$ cat config.mk
export PLATFORM = sky130hd
export DESIGN_NAME = asq_sequencer
export DESIGN_NICKNAME = d
export VERILOG_FILES = /design/src/hw/asq_pkg.sv /design/src/hw/asq_sequencer.sv /design/src/hw/asq_step_timer.sv
export SDC_FILE = /design/constraint.sdc
export NUM_CORES = 1
export LEC_CHECK = 0
export BUFFER_PORTS_ARGS = -buffer_cell sky130_fd_sc_hd__buf_2
export CORE_UTILIZATION = 53
export CTS_CLUSTER_SIZE = 16
export DETAILED_ROUTE_END_ITERATION = 12
export PLACE_DENSITY = 0.79
export SLEW_MARGIN = 20
export SYNTH_ARGS = -nofsm -noshare
export SYNTH_HDL_FRONTEND = slang
export SYNTH_SLANG_ARGS = --single-unit
$ cat constraint.sdc
create_clock -name clock -period 3.4 [get_ports clock]
set_input_delay 0.34 -clock clock [delete_from_list [all_inputs] [get_ports clock]]
set_output_delay 0.34 -clock clock [all_outputs]
set_load 0.05 [all_outputs]
$ cat src/hw/asq_pkg.sv
package asq_pkg;

  // ------------------------------------------------------------
  // register map
  // ------------------------------------------------------------
  localparam logic [7:0]  ASQ_CFG_ADDR    = 8'h8c;  // sequencer configuration
  localparam logic [7:0]  ASQ_SPARE_ADDR  = 8'h8d;  // crc check scratch
  localparam int          MODE_HI         = 15;
  localparam int          MODE_LO         = 14;
  localparam int          DELAY_HI        = 10;
  localparam int          DELAY_LO        = 8;
  localparam int          OSR_HI          = 1;
  localparam int          OSR_LO          = 0;
  localparam int          SPARE_HI        = 7;
  localparam logic [15:0] CFG_RESET       = 16'h0000;
  localparam logic [7:0]  SPARE_RESET     = 8'h00;

  // ------------------------------------------------------------
  // timing, in master-clock periods (the block clock)
  // ------------------------------------------------------------
  localparam int          TW              = 13;     // wide enough for 4096
  localparam logic [12:0] DLY_C0          = 13'h0010; // 16
  localparam logic [12:0] DLY_C1          = 13'h0040; // 64
  localparam logic [12:0] DLY_C2          = 13'h0080; // 128
  localparam logic [12:0] DLY_C3          = 13'h0100; // 256
  localparam logic [12:0] DLY_C4          = 13'h0200; // 512
  localparam logic [12:0] DLY_C5          = 13'h0400; // 1024
  localparam logic [12:0] DLY_C6          = 13'h0800; // 2048
  localparam logic [12:0] DLY_C7          = 13'h1000; // 4096
  localparam logic [12:0] CONV_OSR64      = 13'h0180; // 384
  localparam logic [12:0] CONV_OSR128     = 13'h0200; // 512
  localparam logic [12:0] CONV_OSR256     = 13'h0300; // 768
  localparam logic [12:0] CONV_OSR512     = 13'h0500; // 1280

  // ------------------------------------------------------------
  // types
  // ------------------------------------------------------------
  typedef enum logic [1:0] {
    MODE_SOFT   = 2'b00,
    MODE_DRDY   = 2'b01,
    MODE_CONT_A = 2'b10,
    MODE_CONT_B = 2'b11
  } asq_mode_type;

  typedef enum logic [1:0] {
    ST_IDLE    = 2'b00,
    ST_SETTLE  = 2'b01,
    ST_CONVERT = 2'b10
  } asq_state_type;

  typedef struct packed {
    asq_mode_type mode;
    logic [2:0]   delay;
    logic [1:0]   osr;
  } asq_cfg_type;

  typedef struct packed {
    logic        wr;
    logic        rd;
    logic [7:0]  addr;
    logic [15:0] wdata;
  } asq_req_type;

  // settle delay code to master-clock periods
  function automatic logic [12:0] delay_cycles(input logic [2:0] code);
    case (code)
      3'h0:    delay_cycles = DLY_C0;
      3'h1:    delay_cycles = DLY_C1;
      3'h2:    delay_cycles = DLY_C2;
      3'h3:    delay_cycles = DLY_C3;
      3'h4:    delay_cycles = DLY_C4;
      3'h5:    delay_cycles = DLY_C5;
      3'h6:    delay_cycles = DLY_C6;
      default: delay_cycles = DLY_C7;
    endcase
  endfunction : delay_cycles

  // oversampling code to conversion time (sinc3 x64 then sinc1 x1/2/4/8)
  function automatic logic [12:0] conv_cycles(input logic [1:0] code);
    case (code)
      2'h0:    conv_cycles = CONV_OSR64;
      2'h1:    conv_cycles = CONV_OSR128;
      2'h2:    conv_cycles = CONV_OSR256;
      default: conv_cycles = CONV_OSR512;
    endcase
  endfunction : conv_cycles

endpackage : asq_pkg

$ cat src/hw/asq_sequencer.sv
`timescale 1ns/1ps
`default_nettype none
module asq_sequencer #(
  parameter int NUM_STEPS = 4,
  parameter int CW        = 2
) (
  input  wire logic                 clock,
  input  wire logic                 nrst,
  input  wire asq_pkg::asq_req_type reg_req,
  output var  logic [15:0]          reg_rdata,
  input  wire logic                 sequence_start_bit,
  input  wire logic                 current_adc_data_ready_n,
  input  wire logic                 aux_adc_enable,
  input  wire logic [NUM_STEPS-1:0] step_enables,
  output var  asq_pkg::asq_cfg_type seq_cfg,
  output var  logic                 sequence_busy,
  output var  logic                 conversion_start,
  output var  logic                 conversion_done,
  output var  logic [CW-1:0]        sequence_step_counter
);
  import asq_pkg::*;

  if (NUM_STEPS < 1 || NUM_STEPS > (1 << CW)) begin : g_chk
    $error("asq_sequencer: NUM_STEPS does not fit CW");
  end

  // ------------------------------------------------------------
  // step search
  // ------------------------------------------------------------
  // lowest enabled step at or above from; msb flags a hit
  function automatic logic [CW:0] find_step(input logic [NUM_STEPS-1:0] en, input int from);
    logic [CW:0] r;
    r = '0;
    for (int i = NUM_STEPS - 1; i >= 0; i--) begin
      if (en[i] && i >= from) begin
        r = {1'b1, CW'(i)};
      end
    end
    return r;
  endfunction : find_step

  asq_cfg_type   cfg_ff;
  logic [7:0]    spare_ff;
  logic [15:0]   rdata_ff;
  asq_state_type state_ff, nxt_state;
  logic [CW-1:0] step_ff, nxt_step;
  logic          busy_ff, conv_start_ff, conv_done_ff;
  logic          drdy_s1_ff, drdy_s2_ff, drdy_prev_ff;
  logic          tmr_done;

  // ------------------------------------------------------------
  // register port
  // ------------------------------------------------------------
  wire         wr_cfg   = reg_req.wr && reg_req.addr == ASQ_CFG_ADDR;
  wire         wr_spare = reg_req.wr && reg_req.addr == ASQ_SPARE_ADDR;
  // reserved bits are forced to zero on every read
  wire [15:0]  cfg_word = {cfg_ff.mode, 3'h0, cfg_ff.delay, 6'h00, cfg_ff.osr};
  wire [15:0]  rd_mux   = (reg_req.addr == ASQ_CFG_ADDR)   ? cfg_word :
                          (reg_req.addr == ASQ_SPARE_ADDR) ? {8'h00, spare_ff} :
                          16'h0000;

  // writes store only writable fields; no lockout while enabled, software keeps the order
  always_ff @(posedge clock) begin
    if (!nrst) begin
      cfg_ff   <= asq_cfg_type'(CFG_RESET[6:0]);
      spare_ff <= SPARE_RESET;
      rdata_ff <= 16'h0000;
    end else begin
      if (wr_cfg) begin
        cfg_ff <= {asq_mode_type'(reg_req.wdata[MODE_HI:MODE_LO]),
                   reg_req.wdata[DELAY_HI:DELAY_LO], reg_req.wdata[OSR_HI:OSR_LO]};
      end
      if (wr_spare) begin
        spare_ff <= reg_req.wdata[SPARE_HI:0];
      end
      if (reg_req.rd) begin
        rdata_ff <= rd_mux;
      end
    end
  end

  // ------------------------------------------------------------
  // data-ready pin synchroniser and falling edge
  // ------------------------------------------------------------
  always_ff @(posedge clock) begin
    if (!nrst) begin
      drdy_s1_ff   <= 1'b1;
      drdy_s2_ff   <= 1'b1;
      drdy_prev_ff <= 1'b1;
    end else begin
      drdy_s1_ff   <= current_adc_data_ready_n;
      drdy_s2_ff   <= drdy_s1_ff;
      drdy_prev_ff <= drdy_s2_ff;
    end
  end

  // ------------------------------------------------------------
  // trigger decode and sequencer state machine
  // ------------------------------------------------------------
  wire          drdy_fall  = drdy_prev_ff && !drdy_s2_ff;
  wire          sw_go      = aux_adc_enable && sequence_start_bit;
  // edge counts only when idle, so it never aborts a running pass
  wire          drdy_go    = aux_adc_enable && cfg_ff.mode == MODE_DRDY &&
                             state_ff == ST_IDLE && drdy_fall;
  wire          go         = sw_go || drdy_go;
  wire          continuous = cfg_ff.mode[1];
  wire [CW:0]   first_hit  = find_step(step_enables, 0);
  wire [CW:0]   next_hit   = find_step(step_enables, int'(step_ff) + 1);
  logic         load_delay, load_conv;
  wire          tmr_load   = load_delay || load_conv;
  wire [TW-1:0] tmr_val    = load_conv ? conv_cycles(cfg_ff.osr) : delay_cycles(cfg_ff.delay);

  always_comb begin
    nxt_state  = state_ff;
    nxt_step   = step_ff;
    load_delay = 1'b0;
    load_conv  = 1'b0;
    if (!aux_adc_enable) begin
      nxt_state = ST_IDLE;
      nxt_step  = '0;
    end else if (go) begin
      // abort whatever runs and restart from the first enabled step
      nxt_state  = first_hit[CW] ? ST_SETTLE : ST_IDLE;
      nxt_step   = first_hit[CW-1:0];
      load_delay = first_hit[CW];
    end else begin
      case (state_ff)
        ST_SETTLE: begin
          if (tmr_done) begin
            nxt_state = ST_CONVERT;
            load_conv = 1'b1;
          end
        end
        ST_CONVERT: begin
          if (tmr_done && next_hit[CW]) begin
            nxt_state  = ST_SETTLE;
            nxt_step   = next_hit[CW-1:0];
            load_delay = 1'b1;
          end else if (tmr_done && continuous && first_hit[CW]) begin
            nxt_state  = ST_SETTLE;
            nxt_step   = first_hit[CW-1:0];
            load_delay = 1'b1;
          end else if (tmr_done) begin
            nxt_state = ST_IDLE;
          end
        end
        default: nxt_state = ST_IDLE;
      endcase
    end
  end

  always_ff @(posedge clock) begin
    if (!nrst) begin
      state_ff      <= ST_IDLE;
      step_ff       <= '0;
      busy_ff       <= 1'b0;
      conv_start_ff <= 1'b0;
      conv_done_ff  <= 1'b0;
    end else begin
      state_ff      <= nxt_state;
      step_ff       <= nxt_step;
      busy_ff       <= nxt_state != ST_IDLE;
      conv_start_ff <= load_conv;
      conv_done_ff  <= aux_adc_enable && !go && state_ff == ST_CONVERT && tmr_done;
    end
  end

  // settle and conversion timing share one master-clock counter
  asq_step_timer #(
    .W (TW)
  ) u_timer (
    .clock    (clock),
    .nrst     (nrst),
    .load     (tmr_load),
    .load_val (tmr_val),
    .done_ff  (tmr_done)
  );

  assign reg_rdata             = rdata_ff;
  assign seq_cfg               = cfg_ff;
  assign sequence_busy         = busy_ff;
  assign conversion_start      = conv_start_ff;
  assign conversion_done       = conv_done_ff;
  assign sequence_step_counter = step_ff;

  // ------------------------------------------------------------
  // checks
  // ------------------------------------------------------------
  // edges since the last timer load; it equals the loaded count in the cycle that done is seen
  logic [TW:0] phase_len_ff;
  always_ff @(posedge clock) begin
    if (!nrst || tmr_load) begin
      phase_len_ff <= '0;
    end else begin
      phase_len_ff <= phase_len_ff + 1'b1;
    end
  end
endmodule : asq_sequencer
`default_nettype wire

$ cat src/hw/asq_step_timer.sv
`timescale 1ns/1ps
`default_nettype none
module asq_step_timer #(
  parameter int W = 13
) (
  input  wire logic         clock,
  input  wire logic         nrst,
  input  wire logic         load,
  input  wire logic [W-1:0] load_val,
  output var  logic         done_ff
);
  import asq_pkg::*;

  logic [W-1:0] cnt_ff;
  logic         run_ff;

  if (W < 2) begin : g_chk
    $error("asq_step_timer: W too small");
  end

  // ------------------------------------------------------------
  // down counter; done pulses load_val edges after the load edge
  // ------------------------------------------------------------
  // a load always wins so an abort restarts the count cleanly
  always_ff @(posedge clock) begin
    if (!nrst) begin
      cnt_ff  <= '0;
      run_ff  <= 1'b0;
      done_ff <= 1'b0;
    end else if (load) begin
      cnt_ff  <= load_val - 1'b1;
      run_ff  <= 1'b1;
      done_ff <= 1'b0;
    end else begin
      cnt_ff  <= (run_ff && cnt_ff != '0) ? cnt_ff - 1'b1 : cnt_ff;
      run_ff  <= run_ff && cnt_ff != '0;
      done_ff <= run_ff && cnt_ff == '0;
    end
  end

endmodule : asq_step_timer
`default_nettype wire

Word-level counts from Yosys, hierarchy flattened
Index checks and enable logic that the tools add are counted.
Operators by class
  add/subtract/negate cells: 3
  $lt $le $gt $ge: 4
  equality and inequality tests: 13
  multiplexer cells: 37
  bitwise operators: 1
  reduce and logical (&&, ||, !) cells: 35
Operators by type and width (number)
  $pmux 13 s7: 1
  $mux 13: 3
  $pmux 11 s3: 1
  $sub 13x1->13 const B: 2
  $mux 3: 8
  $mux 2: 10
  $logic_and 1x1->1: 19
  $eq 8x8->1 const B: 2
  $mux 16: 1
  $logic_not 13->1: 1
  $reduce_bool 13->1: 1
  $mux 1: 11
  $eq 3x3->1 const B: 3
  $mux 8: 1
  $eq 2x1->1 const B: 3
  $eq 3x2->1 const B: 2
  $ge 1x3->1 const A: 2
  $ge 2x3->1 const A: 2
  $reduce_bool 2->1: 3
  $eq 2x2->1 const B: 2
  $logic_not 2->1: 2
  $pmux 2 s2: 1
  $reduce_and 2->1: 2
  $add 2x1->3 const B: 1
  other kinds (7): 9
Storage, ports and cells
  register bits: 56
  bits of input ports: 35
  output and inout bits: 28
  word-level logic and storage cells: 109

Logic depth before layout (Yosys ltp)
Gate-level depths: netlist of run 1.
  depth after elaboration: 14
  depth in mapped cells: 11
  mapped depth without buffers: 10

Hierarchy
A second synthesis of run 1 with hierarchy kept.
Unflattened totals
  cells, all modules: 337
  area total of the unflattened synthesis: 2945.3 um^2
By module, submodules not included
  asq_sequencer: instances 1, cells an instance 192, area an instance 1815.5 um^2, seq. area each 760.7 um^2
  asq_step_timer: instances 1, cells an instance 145, area an instance 1129.8 um^2, seq. area each 300.3 um^2

Worst setup path before layout of run 1
No wires, ideal clock.
  path type: register -> register
  start: reg cfg_ff, in the netlist seq_cfg[6]
  end: reg u_timer.cnt_ff[12]
  library setup time: 74 ps
  data arrival time: 3100 ps
  required time: 3326 ps
  setup slack: 226 ps
  cell stages (with the launch flop): 9
  path buffers: 0
  clock period less this slack: 3174 ps
  cell sequence: dfxtp_1 -> and4bb_1 -> a21o_1 -> o211a_1 -> or3_4 -> and3_4 -> or4_4 -> or4_1 -> a31oi_1
On the way
  cells in the longest elaborated chain, start to end: 10
  elaborated cells on any way between the ends: 19
  classes of those cells: 1 x add/sub; 1 x eq/ne; 9 x mux; 8 x reduce/logical
RTL lines
  start: declaration: RTL line asq_sequencer.sv:42  | asq_cfg_type cfg_ff;
  start signal: assignment: RTL line asq_sequencer.sv:65  | cfg_ff <= asq_cfg_type'(CFG_RESET[6:0]);
  start signal: assignment: RTL line asq_sequencer.sv:70  | cfg_ff <= {asq_mode_type'(reg_req.wdata[MODE_HI:MODE_LO]),
  $eq 2x1->1: RTL line asq_sequencer.sv:103  | wire drdy_go = aux_adc_enable && cfg_ff.mode == MODE_DRDY &&
  $logic_and 1x1->1 (2 in series): RTL line asq_sequencer.sv:103
  $logic_and 1x1->1: RTL line asq_sequencer.sv:104  | state_ff == ST_IDLE && drdy_fall;
  $logic_or 1x1->1: RTL line asq_sequencer.sv:105  | wire go = sw_go || drdy_go;
  $mux 1: RTL line asq_sequencer.sv:121  | end else if (go) begin
  $mux 1: RTL line asq_sequencer.sv:118  | if (!aux_adc_enable) begin
  $mux 13: RTL line asq_sequencer.sv:111  | wire [TW-1:0] tmr_val = load_conv ? conv_cycles(cfg_ff.osr) : delay_cycles(cfg_ff.delay);
  $sub 13x1->13: RTL line asq_step_timer.sv:31  | cnt_ff <= load_val - 1'b1;
  $mux 13: RTL line asq_step_timer.sv:30  | end else if (load) begin
  end signal: assignment: RTL line asq_step_timer.sv:31
  end signal: assignment: RTL line asq_step_timer.sv:35  | cnt_ff <= (run_ff && cnt_ff != '0) ? cnt_ff - 1'b1 : cnt_ff;
  end: declaration: RTL line asq_step_timer.sv:14  | logic [W-1:0] cnt_ff;
Parallel ways exist; a longest one is shown, timed or not.
A chain may end at the register's enable or synchronous reset.

Worst setup path in the final report of run 1
  start: reg state_ff[0]
  end: reg u_timer.cnt_ff[12]
On the way
  cells in the longest elaborated chain, start to end: 9
  elaborated cells on any way between the ends: 17
  classes of those cells: 1 x add/sub; 2 x eq/ne; 8 x mux; 6 x reduce/logical
RTL lines
  start: declaration: RTL line asq_sequencer.sv:45  | asq_state_type state_ff, nxt_state;
  start signal: assignment: RTL line asq_sequencer.sv:160  | state_ff <= nxt_state;
  $logic_not 2->1: RTL line asq_sequencer.sv:104
  $logic_and 1x1->1: RTL line asq_sequencer.sv:103
  $logic_and 1x1->1: RTL line asq_sequencer.sv:104
  $logic_or 1x1->1: RTL line asq_sequencer.sv:105
  $mux 1: RTL line asq_sequencer.sv:121
  $mux 1: RTL line asq_sequencer.sv:118
  $mux 13: RTL line asq_sequencer.sv:111
  $sub 13x1->13: RTL line asq_step_timer.sv:31
  $mux 13: RTL line asq_step_timer.sv:30
Parallel ways exist; a longest one is shown, timed or not.

==> impl_metrics.toml, run 1 <==
[setup_path]
cp-end-kind = "flip-flop"
cp.depth = 10
cp.required_ns = 3.62
max_stage_delay_ns = 0.53
cp-start-kind = "flip-flop"
cp_max_fo = 6
critPathTopFamily = "simple AND/OR/NAND/NOR gates"
regToRegSetupSlack_ns = 0.15
cp_slowest_cell = "or4_1"
worstPathCellList = "inv_1 > ha_1 > and4bb_1 > a21o_1 > o211a_1 > or3_4 > and3_4 > or4_4 > or4_1 > a31oi_1"
crit_buf_inv = 1
r2r_cells = 10
path_class = "reg -> reg"
worstPathArrival_ns = 3.47

[cells_and_area]
drive_above_1_share_pct = 19.9
fin_nets = 401
final_cell_mix = "buf_2, dfxtp_1, nor2b_1"
nFillCells = 439
final_cells = 428
final_common_cell = "buf_2"
area_growth_pct = 15.1
finish.instance_area_um2 = 3100
antenna_cells = 0

[power]
irDropWorstVdd_mv = 0.242
power_density_nw_per_um2 = 409
p_leak_nw = 1.32

[sta]
fin_crit_sh_pct = 95.6
max_freq_mhz = 308
worst_slew_pin_slew_ns = 0.792
drv_slew = 0
tns_ns = 0
timing.slew.headroom_pct = 47.0
finalCriticalPeriod_ns = 3.25
setup_viol_count_final = 0
clock-skew-final_ns = 0.0103
rsz0062_at_grt = "false"
whs_ns = 0.255
hold_violations = 0

[yosys]
synth_area_leader_cell = "dfxtp_1"
ys_warn_count = 0
synth_adder_area_share_pct = 2.79
synth_area_leaders = "dfxtp_1, nor2b_1, mux2i_1"
seq_area_frac_synth_pct = 39.4
async_reset_ff_share_pct = 0
synthSimpleGateAreaFrac_pct = 27.4
synth_cells = 310
synth_top_area_share_pct = 39.4
ys.flop_type = "dfxtp_1"
synth_compound_area_share_pct = 16.4
synth-edff-count = 0
synth_seq_cells = 53
synth_top_family_by_area = "simple AND/OR/NAND/NOR gates"
synth_xor_area_share_pct = 1.63
synth_cell_types = 55
muxShareOfSynthArea_pct = 7.43
avgSynthCellArea_um2 = 8.69
syn-cell-area_um2 = 2690

[place]
gp_congestion = 0.861
placed_area_um2 = 2990
dp_hpwl_um = 4000
placed_cells_incl_taps = 420
portBuffers = 56

[die]
die_h_um = 73.3
start_util_pct = 55.9
core-area_um2 = 4820
dieArea_um2 = 5370
core.rowCount = 25
io_pins = 63
die_x_um = 73.3

[clock_network]
cts_root_buf = "clkbuf_8"
tritoncts = "yes"
postCtsHoldBufs = 0
clk_latency_ns = 0.30
numCtsBuffers = 5
post_cts_resized = 0
clockBufferDepth = 2
postCtsSetupRepairBufs = 0
cts_sinks = 53
cts_max_level = 2
clk_pin_slew_ns = 0.09

[global_route]
gr-total-overflow = 0
grt_pass1_vias = 1975
antenna_found_initial = 0
grt_max_degree = 49
track_usage_pct = 20.5
grt_pass1_wl_um = 8670

[route]
avgRoutedWirePerCell_um = 12.6
drc = 0
drtAntennaViolNets = 0
firstDrtPassIters = 4
vias = 2327
wirelength_um = 5390
drtIter0Drc = 74
via_per_inst = 5.44

[status]
status = "completed"

[job]
max_cap_violations = 0

[worst_hold_path]
hold_class = "in -> reg"
holdPathStages = 2
worst paths after layout:
path                                          startpoint                               to
worst min-delay path            current_adc_data_ready_n            drdy_s1_ff$_SDFF_PN1_
worst max register to register    state_ff[0]$_SDFF_PN0_  u_timer.cnt_ff[12]$_SDFFE_PN0P_
worst max-delay path              state_ff[0]$_SDFF_PN0_  u_timer.cnt_ff[12]$_SDFFE_PN0P_
worst min register to register     drdy_s1_ff$_SDFF_PN1_            drdy_s2_ff$_SDFF_PN1_
cell families (layout without fill, tap and decap cells):
family          count (synthesis)  count (layout)
fa+ha+maj                       6               6
buf+inv                        27              76
flops                          53              53
xor+xnor                        5               5
other cells                     1               3
mux                            20              20
compound gates                 71              71
simple gates                  127             127
per-stage QoR:
stage               utilization (%)  power, W  setup WS, ns
finish                         64.3   0.00127         0.149
global route                   64.3   0.00133        0.0575
CTS                            64.3   0.00128         0.167
detailed placement             62.0  0.000864         0.192
global placement               62.0  0.000860         0.239
floorplan                         -  0.000822         0.226
metal layers:
layer / up-vias / share of wire, % / GRT usage, %
met5: - / 0 / 0
li1: 1189 / - / -
met2: 63 / 46 / 33.5
met3: 5 / 4.1 / 3.02
met1: 1070 / 49 / 27.7
met4: 0 / 0.78 / 6.54
sequential cells by signal (all words and copies together), names as in the netlist:
register	count
u_timer.run_ff	1
seq_cfg	7
drdy_s1_ff	1
sequence_step_counter	2
drdy_s2_ff	1
conversion_done	1
u_timer.cnt_ff	13
spare_ff	8
sequence_busy	1
reg_rdata	13
conversion_start	1
drdy_prev_ff	1
state_ff	2
u_timer.done_ff	1
synth_stat cells, drive strengths merged (3+ instances only):
cell type / instances
and3: 3
or2: 4
mux2i: 20
nor4b: 3
nor4: 4
o211ai: 4
nor3: 4
ha: 6
buf: 6
a21oi: 26
a21boi: 3
dfxtp: 53
nor2: 18
nor2b: 40
or4: 4
nand3: 5
o21ai: 16
nand2b: 7
and2: 5
clkbuf: 11
inv: 10
nand2: 20
xnor2: 3
a211oi: 3
power breakdown:
| group | internal, W | total [W] | switching, W |
|---|---|---|---|
| Clock | 0.000221 | 0.000418 | 0.000197 |
| Sequential | 0.000643 | 0.000659 | 0.0000166 |
| Combinational | 0.0000865 | 0.000191 | 0.000105 |
worst register-to-register path, cell delays in order (launching register included):
cell and delay [ns]:
dfxtp_1 0.37, inv_1 0.08, ha_1 0.18, and4bb_1 0.24, a21o_1 0.26, o211a_1 0.28, or3_4 0.34, and3_4 0.20
or4_4 0.51, or4_1 0.53, a31oi_1 0.17
final cells by class:
class | count | area [um^2] | area share [%]
inverter | 10 | 37.5 | 1.21
timing repair buffer | 58 | 295 | 9.53
sequential | 53 | 1060 | 34.2
tap | 67 | 83.8 | 2.70
clock inverter | 2 | 38.8 | 1.25
multi-input combinational | 232 | 1510 | 48.7
clock buffer | 6 | 72.6 | 2.34
No activity file was read; power rests on OpenSTA's default activity.
==> run 2, diff against run 1 <==
--- a/config.mk
+++ b/config.mk
@@ -10,6 +10,7 @@
 export CTS_CLUSTER_SIZE = 16
 export DETAILED_ROUTE_END_ITERATION = 12
 export PLACE_DENSITY = 0.79
+export REMOVE_ABC_BUFFERS = 1
 export SLEW_MARGIN = 20
 export SYNTH_ARGS = -nofsm -noshare
 export SYNTH_HDL_FRONTEND = slang
==> impl_metrics.toml, run 2 (synthesized netlist as in run 1, its figures left out) <==
[cells_and_area]
antenna_cells = 0
finish.instance_area_um2 = 3130
area_growth_pct = 16.1
drive_above_1_share_pct = 20.5
final_core_util_pct = 64.9
final_cells = 428
fin_nets = 401
final_cell_mix = "buf_2, dfxtp_1, nor2b_1"
final_common_cell = "buf_2"

[route]
drtAntennaViolNets = 0
drc = 0
drtIter0Drc = 160
firstDrtPassIters = 4
via_per_inst = 5.38
avgRoutedWirePerCell_um = 13.1
vias = 2304
wirelength_um = 5620

[clock_network]
tritoncts = "yes"
cts_max_level = 2
numCtsBuffers = 5
clk_latency_ns = 0.31
clockBufferDepth = 2
clk_pin_slew_ns = 0.10
cts_root_buf = "clkbuf_8"
cts_sinks = 53
postCtsSetupRepairBufs = 0
postCtsHoldBufs = 0
post_cts_resized = 0

[place]
gp_congestion = 0.829
portBuffers = 56
dp_hpwl_um = 4010
placed_area_um2 = 2990
placed_cells_incl_taps = 420

[global_route]
gr-total-overflow = 0
grt_pass1_vias = 2067
track_usage_pct = 21.4
antenna_found_initial = 0
grt_max_degree = 49
grt_pass1_wl_um = 9050

[sta]
max_freq_mhz = 307
whs_ns = 0.214
rsz0062_at_grt = "false"
drv_slew = 0
finalCriticalPeriod_ns = 3.25
setup_viol_count_final = 0
timing.slew.headroom_pct = 44.9
worst_slew_pin_slew_ns = 0.824
fin_crit_sh_pct = 95.7
hold_violations = 0
clock-skew-final_ns = 0.00465

[power]
p_leak_nw = 1.33
power.total_w = 0.00136
power_density_nw_per_um2 = 434
irDropWorstVdd_mv = 0.251

[die]
die_x_um = 73.3
core-area_um2 = 4820
start_util_pct = 55.9
core.rowCount = 25
die_h_um = 73.3
io_pins = 63
dieArea_um2 = 5370

[setup_path]
worstPathCellList = "inv_1 > ha_1 > and4bb_1 > a21o_1 > o211a_1 > or3_4 > and3_4 > or4_4 > or4_1 > a31oi_1"
cp_max_fo = 6
cp.required_ns = 3.64
max_stage_delay_ns = 0.53
cp-start-kind = "flip-flop"
cp-end-kind = "flip-flop"
cp_slowest_cell = "or4_1"
path_class = "reg -> reg"
worstPathArrival_ns = 3.49

[status]
status = "completed"

[worst_hold_path]
hold_class = "in -> reg"

[job]
max_cap_violations = 0
[run 2: worst max-delay path, delay by kind of cell (launching register included)]
| family | cells | cell delay (ns) |
|---|---|---|
| AO/OA/AOI/OAI | 3 | 0.71 |
| adder cells (fa/ha/maj) | 1 | 0.20 |
| AND/OR/NAND/NOR | 5 | 1.85 |
| buffers and inverters | 1 | 0.07 |
| flip-flops | 1 | 0.37 |
[run 2: routing by layer]
layer / GRT usage (%) / vias to the layer above / part of all wire [%]
met1: 27.8 / 1072 / 47
met4: 6.32 / 0 / 1.1
met3: 3.84 / 6 / 4.1
met5: 0 / - / 0
li1: - / 1178 / -
met2: 36.1 / 48 / 48
[run 2: path summary, 6_finish.rpt]
path / from / to / slack, ns / cells past startpoint
hold reg to reg: drdy_s1_ff$_SDFF_PN1_ / drdy_s2_ff$_SDFF_PN1_ / 0.44 / 1
hold / removal: current_adc_data_ready_n / drdy_s1_ff$_SDFF_PN1_ / 0.21 / 2
setup reg to reg: state_ff[0]$_SDFF_PN0_ / u_timer.cnt_ff[12]$_SDFFE_PN0P_ / 0.15 / 10
setup / recovery: state_ff[0]$_SDFF_PN0_ / u_timer.cnt_ff[12]$_SDFFE_PN0P_ / 0.15 / 10
[run 2: stage by stage]
step | TNS, ns | worst slack [ns]
after floorplan | -0.0228 | -0.0228
after global routing | 0 | 0.0268
after global placement | 0 | 0.248
after CTS | 0 | 0.141
final | 0 | 0.148
after detailed placement | 0 | 0.169
[run 2: where the power goes]
group          leakage (nW)  switching, W  internal [W]  total, W
combinational         0.832      0.000107     0.0000871  0.000194
sequential            0.430     0.0000167      0.000643  0.000660
clock                0.0681      0.000212      0.000293  0.000504
[run 2: area by class of cell]
cell class	instances	area, um^2
clock buffer	5	68.8
clock inverter	3	65.1
fill	414	1690
inverter	10	37.5
multi-input combinational	232	1520
sequential	53	1060
tap	67	83.8
timing repair buffer	58	295
==> run 3, diff against run 2 <==
--- a/config.mk
+++ b/config.mk
@@ -5,11 +5,11 @@
 export SDC_FILE = /design/constraint.sdc
 export NUM_CORES = 1
 export LEC_CHECK = 0
-export BUFFER_PORTS_ARGS = -buffer_cell sky130_fd_sc_hd__buf_2
-export CORE_UTILIZATION = 53
+export CORE_UTILIZATION = 61
 export CTS_CLUSTER_SIZE = 16
 export DETAILED_ROUTE_END_ITERATION = 12
-export PLACE_DENSITY = 0.79
+export DONT_BUFFER_PORTS = 1
+export PLACE_DENSITY = 0.77
 export REMOVE_ABC_BUFFERS = 1
 export SLEW_MARGIN = 20
 export SYNTH_ARGS = -nofsm -noshare
==> impl_metrics.toml, run 3 (synthesized netlist as in run 1, its figures left out) <==
[route]
wirelength_um = 5450
via_per_inst = 5.86
firstDrtPassIters = 4
wl_met2_um = 2480
routed-wl-met3_um = 314
drtAntennaViolNets = 0
drtIter0Drc = 172
routed.top_layer = "met4"
avgRoutedWirePerCell_um = 15.1
vias = 2110
met1_length_um = 2590
drc = 0

[clock_network]
clk_pin_slew_ns = 0.10
cts_sinks = 53
cts_root_buf = "clkbuf_8"
numCtsBuffers = 5
clockBufferDepth = 2
clk_latency_ns = 0.30
tritoncts = "yes"
cts_max_level = 2
postCtsSetupRepairBufs = 0

[place]
portBuffers = 0
dp_hpwl_um = 3880
gp_congestion = 0.790
dp_slack_ns = 0.178

[sta]
whs_ns = 0.129
timing.slew.headroom_pct = 47.2
setup_viol_count_final = 0
clock-skew-final_ns = 0.0113
worst_slew_pin_slew_ns = 0.790
hold_violations = 0
fin_crit_sh_pct = 94.9
fin_ws_ns = 0.173
finalCriticalPeriod_ns = 3.23
max_freq_mhz = 310
tns_ns = 0
drv_slew = 0

[setup_path]
cp_max_fo = 5
r2r_cells = 7
regToRegSetupSlack_ns = 0.17
cp-start-kind = "flip-flop"
cp-end-kind = "flip-flop"
cp.required_ns = 3.64
path_class = "reg -> reg"
worstPathArrival_ns = 3.47

[die]
core.rowCount = 23
die_h_um = 68.4
io_pins = 63
start_util_pct = 65.4
core-area_um2 = 4120
dieArea_um2 = 4680
die_x_um = 68.4

[global_route]
grt_pass1_vias = 1919
antenna_found_initial = 0
grt_pass1_wl_um = 8570
gr-total-overflow = 0
grt_max_degree = 49
track_usage_pct = 24.5

[power]
power_density_nw_per_um2 = 445
power.total_w = 0.00127
irDropWorstVdd_mv = 0.282
p_leak_nw = 1.08

[cells_and_area]
final_cell_mix = "dfxtp_1, nor2b_1, a21oi_1"
antenna_cells = 0
drive_above_1_share_pct = 7.74
area_growth_pct = 5.99
final_common_cell = "dfxtp_1"
fin_nets = 350

[job]
max_cap_violations = 0

[worst_hold_path]
holdPathStages = 1
hold_class = "in -> reg"

[status]
status = "completed"
[run 3: layout make-up]
class	instances	area, um^2
Tap cell	50	62.6
Fill cell	332	1260
Timing Repair Buffer	7	52.6
Inverter	10	37.5
Multi-Input combinational cell	232	1520
Clock inverter	2	37.5
Sequential cell	53	1060
Clock buffer	6	82.6
[run 3: worst max-delay path: stages (launching register included)]
cell and delay [ns]:
dfxtp_1 0.35, or4_1 0.55, or4_4 0.45, or3_4 0.40
and3_4 0.21, or4_4 0.52, or4_1 0.54, a31oi_1 0.16
[run 3: routing by layer]
metal / track usage, % / up-vias
met4: 8.33 / 0
li1: - / 1079
met5: 0 / -
met1: 31.1 / 962
met2: 40.3 / 60
met3: 5.83 / 9
[run 3: path summary, 6_finish.rpt]
path,from,to
worst max register to register,u_timer.cnt_ff[0]$_SDFFE_PN0P_,u_timer.cnt_ff[12]$_SDFFE_PN0P_
worst min register to register,drdy_s1_ff$_SDFF_PN1_,drdy_s2_ff$_SDFF_PN1_
worst max-delay path,u_timer.cnt_ff[0]$_SDFFE_PN0P_,u_timer.cnt_ff[12]$_SDFFE_PN0P_
worst min-delay path,nrst,drdy_prev_ff$_SDFF_PN1_
[run 3: repair_timing]
| action | 4_1_cts | 5_1_grt |
|---|---|---|
| resized for setup | 0 | 2 |
| hold buffers | 0 | 0 |
| setup endpoints to repair | 0 | 1 |
[run 3: through the flow]
stage | std cells | util [%] | cell area [um^2]
finish | 360 | 69.4 | 2850
global route | 360 | 69.4 | 2850
CTS | 360 | 69.1 | 2840
detailed placement | 352 | 66.2 | 2720
global placement | 352 | 66.2 | 2720
floorplan | 295 | - | 2610
[run 3: report_power, final]
group / switching [W] / internal, W / total, W
sequential: 0.0000185 / 0.000643 / 0.000661
combinational: 0.0000895 / 0.0000756 / 0.000165
clock: 0.000204 / 0.000240 / 0.000443
total: 0.000311 / 0.000958 / 0.00127
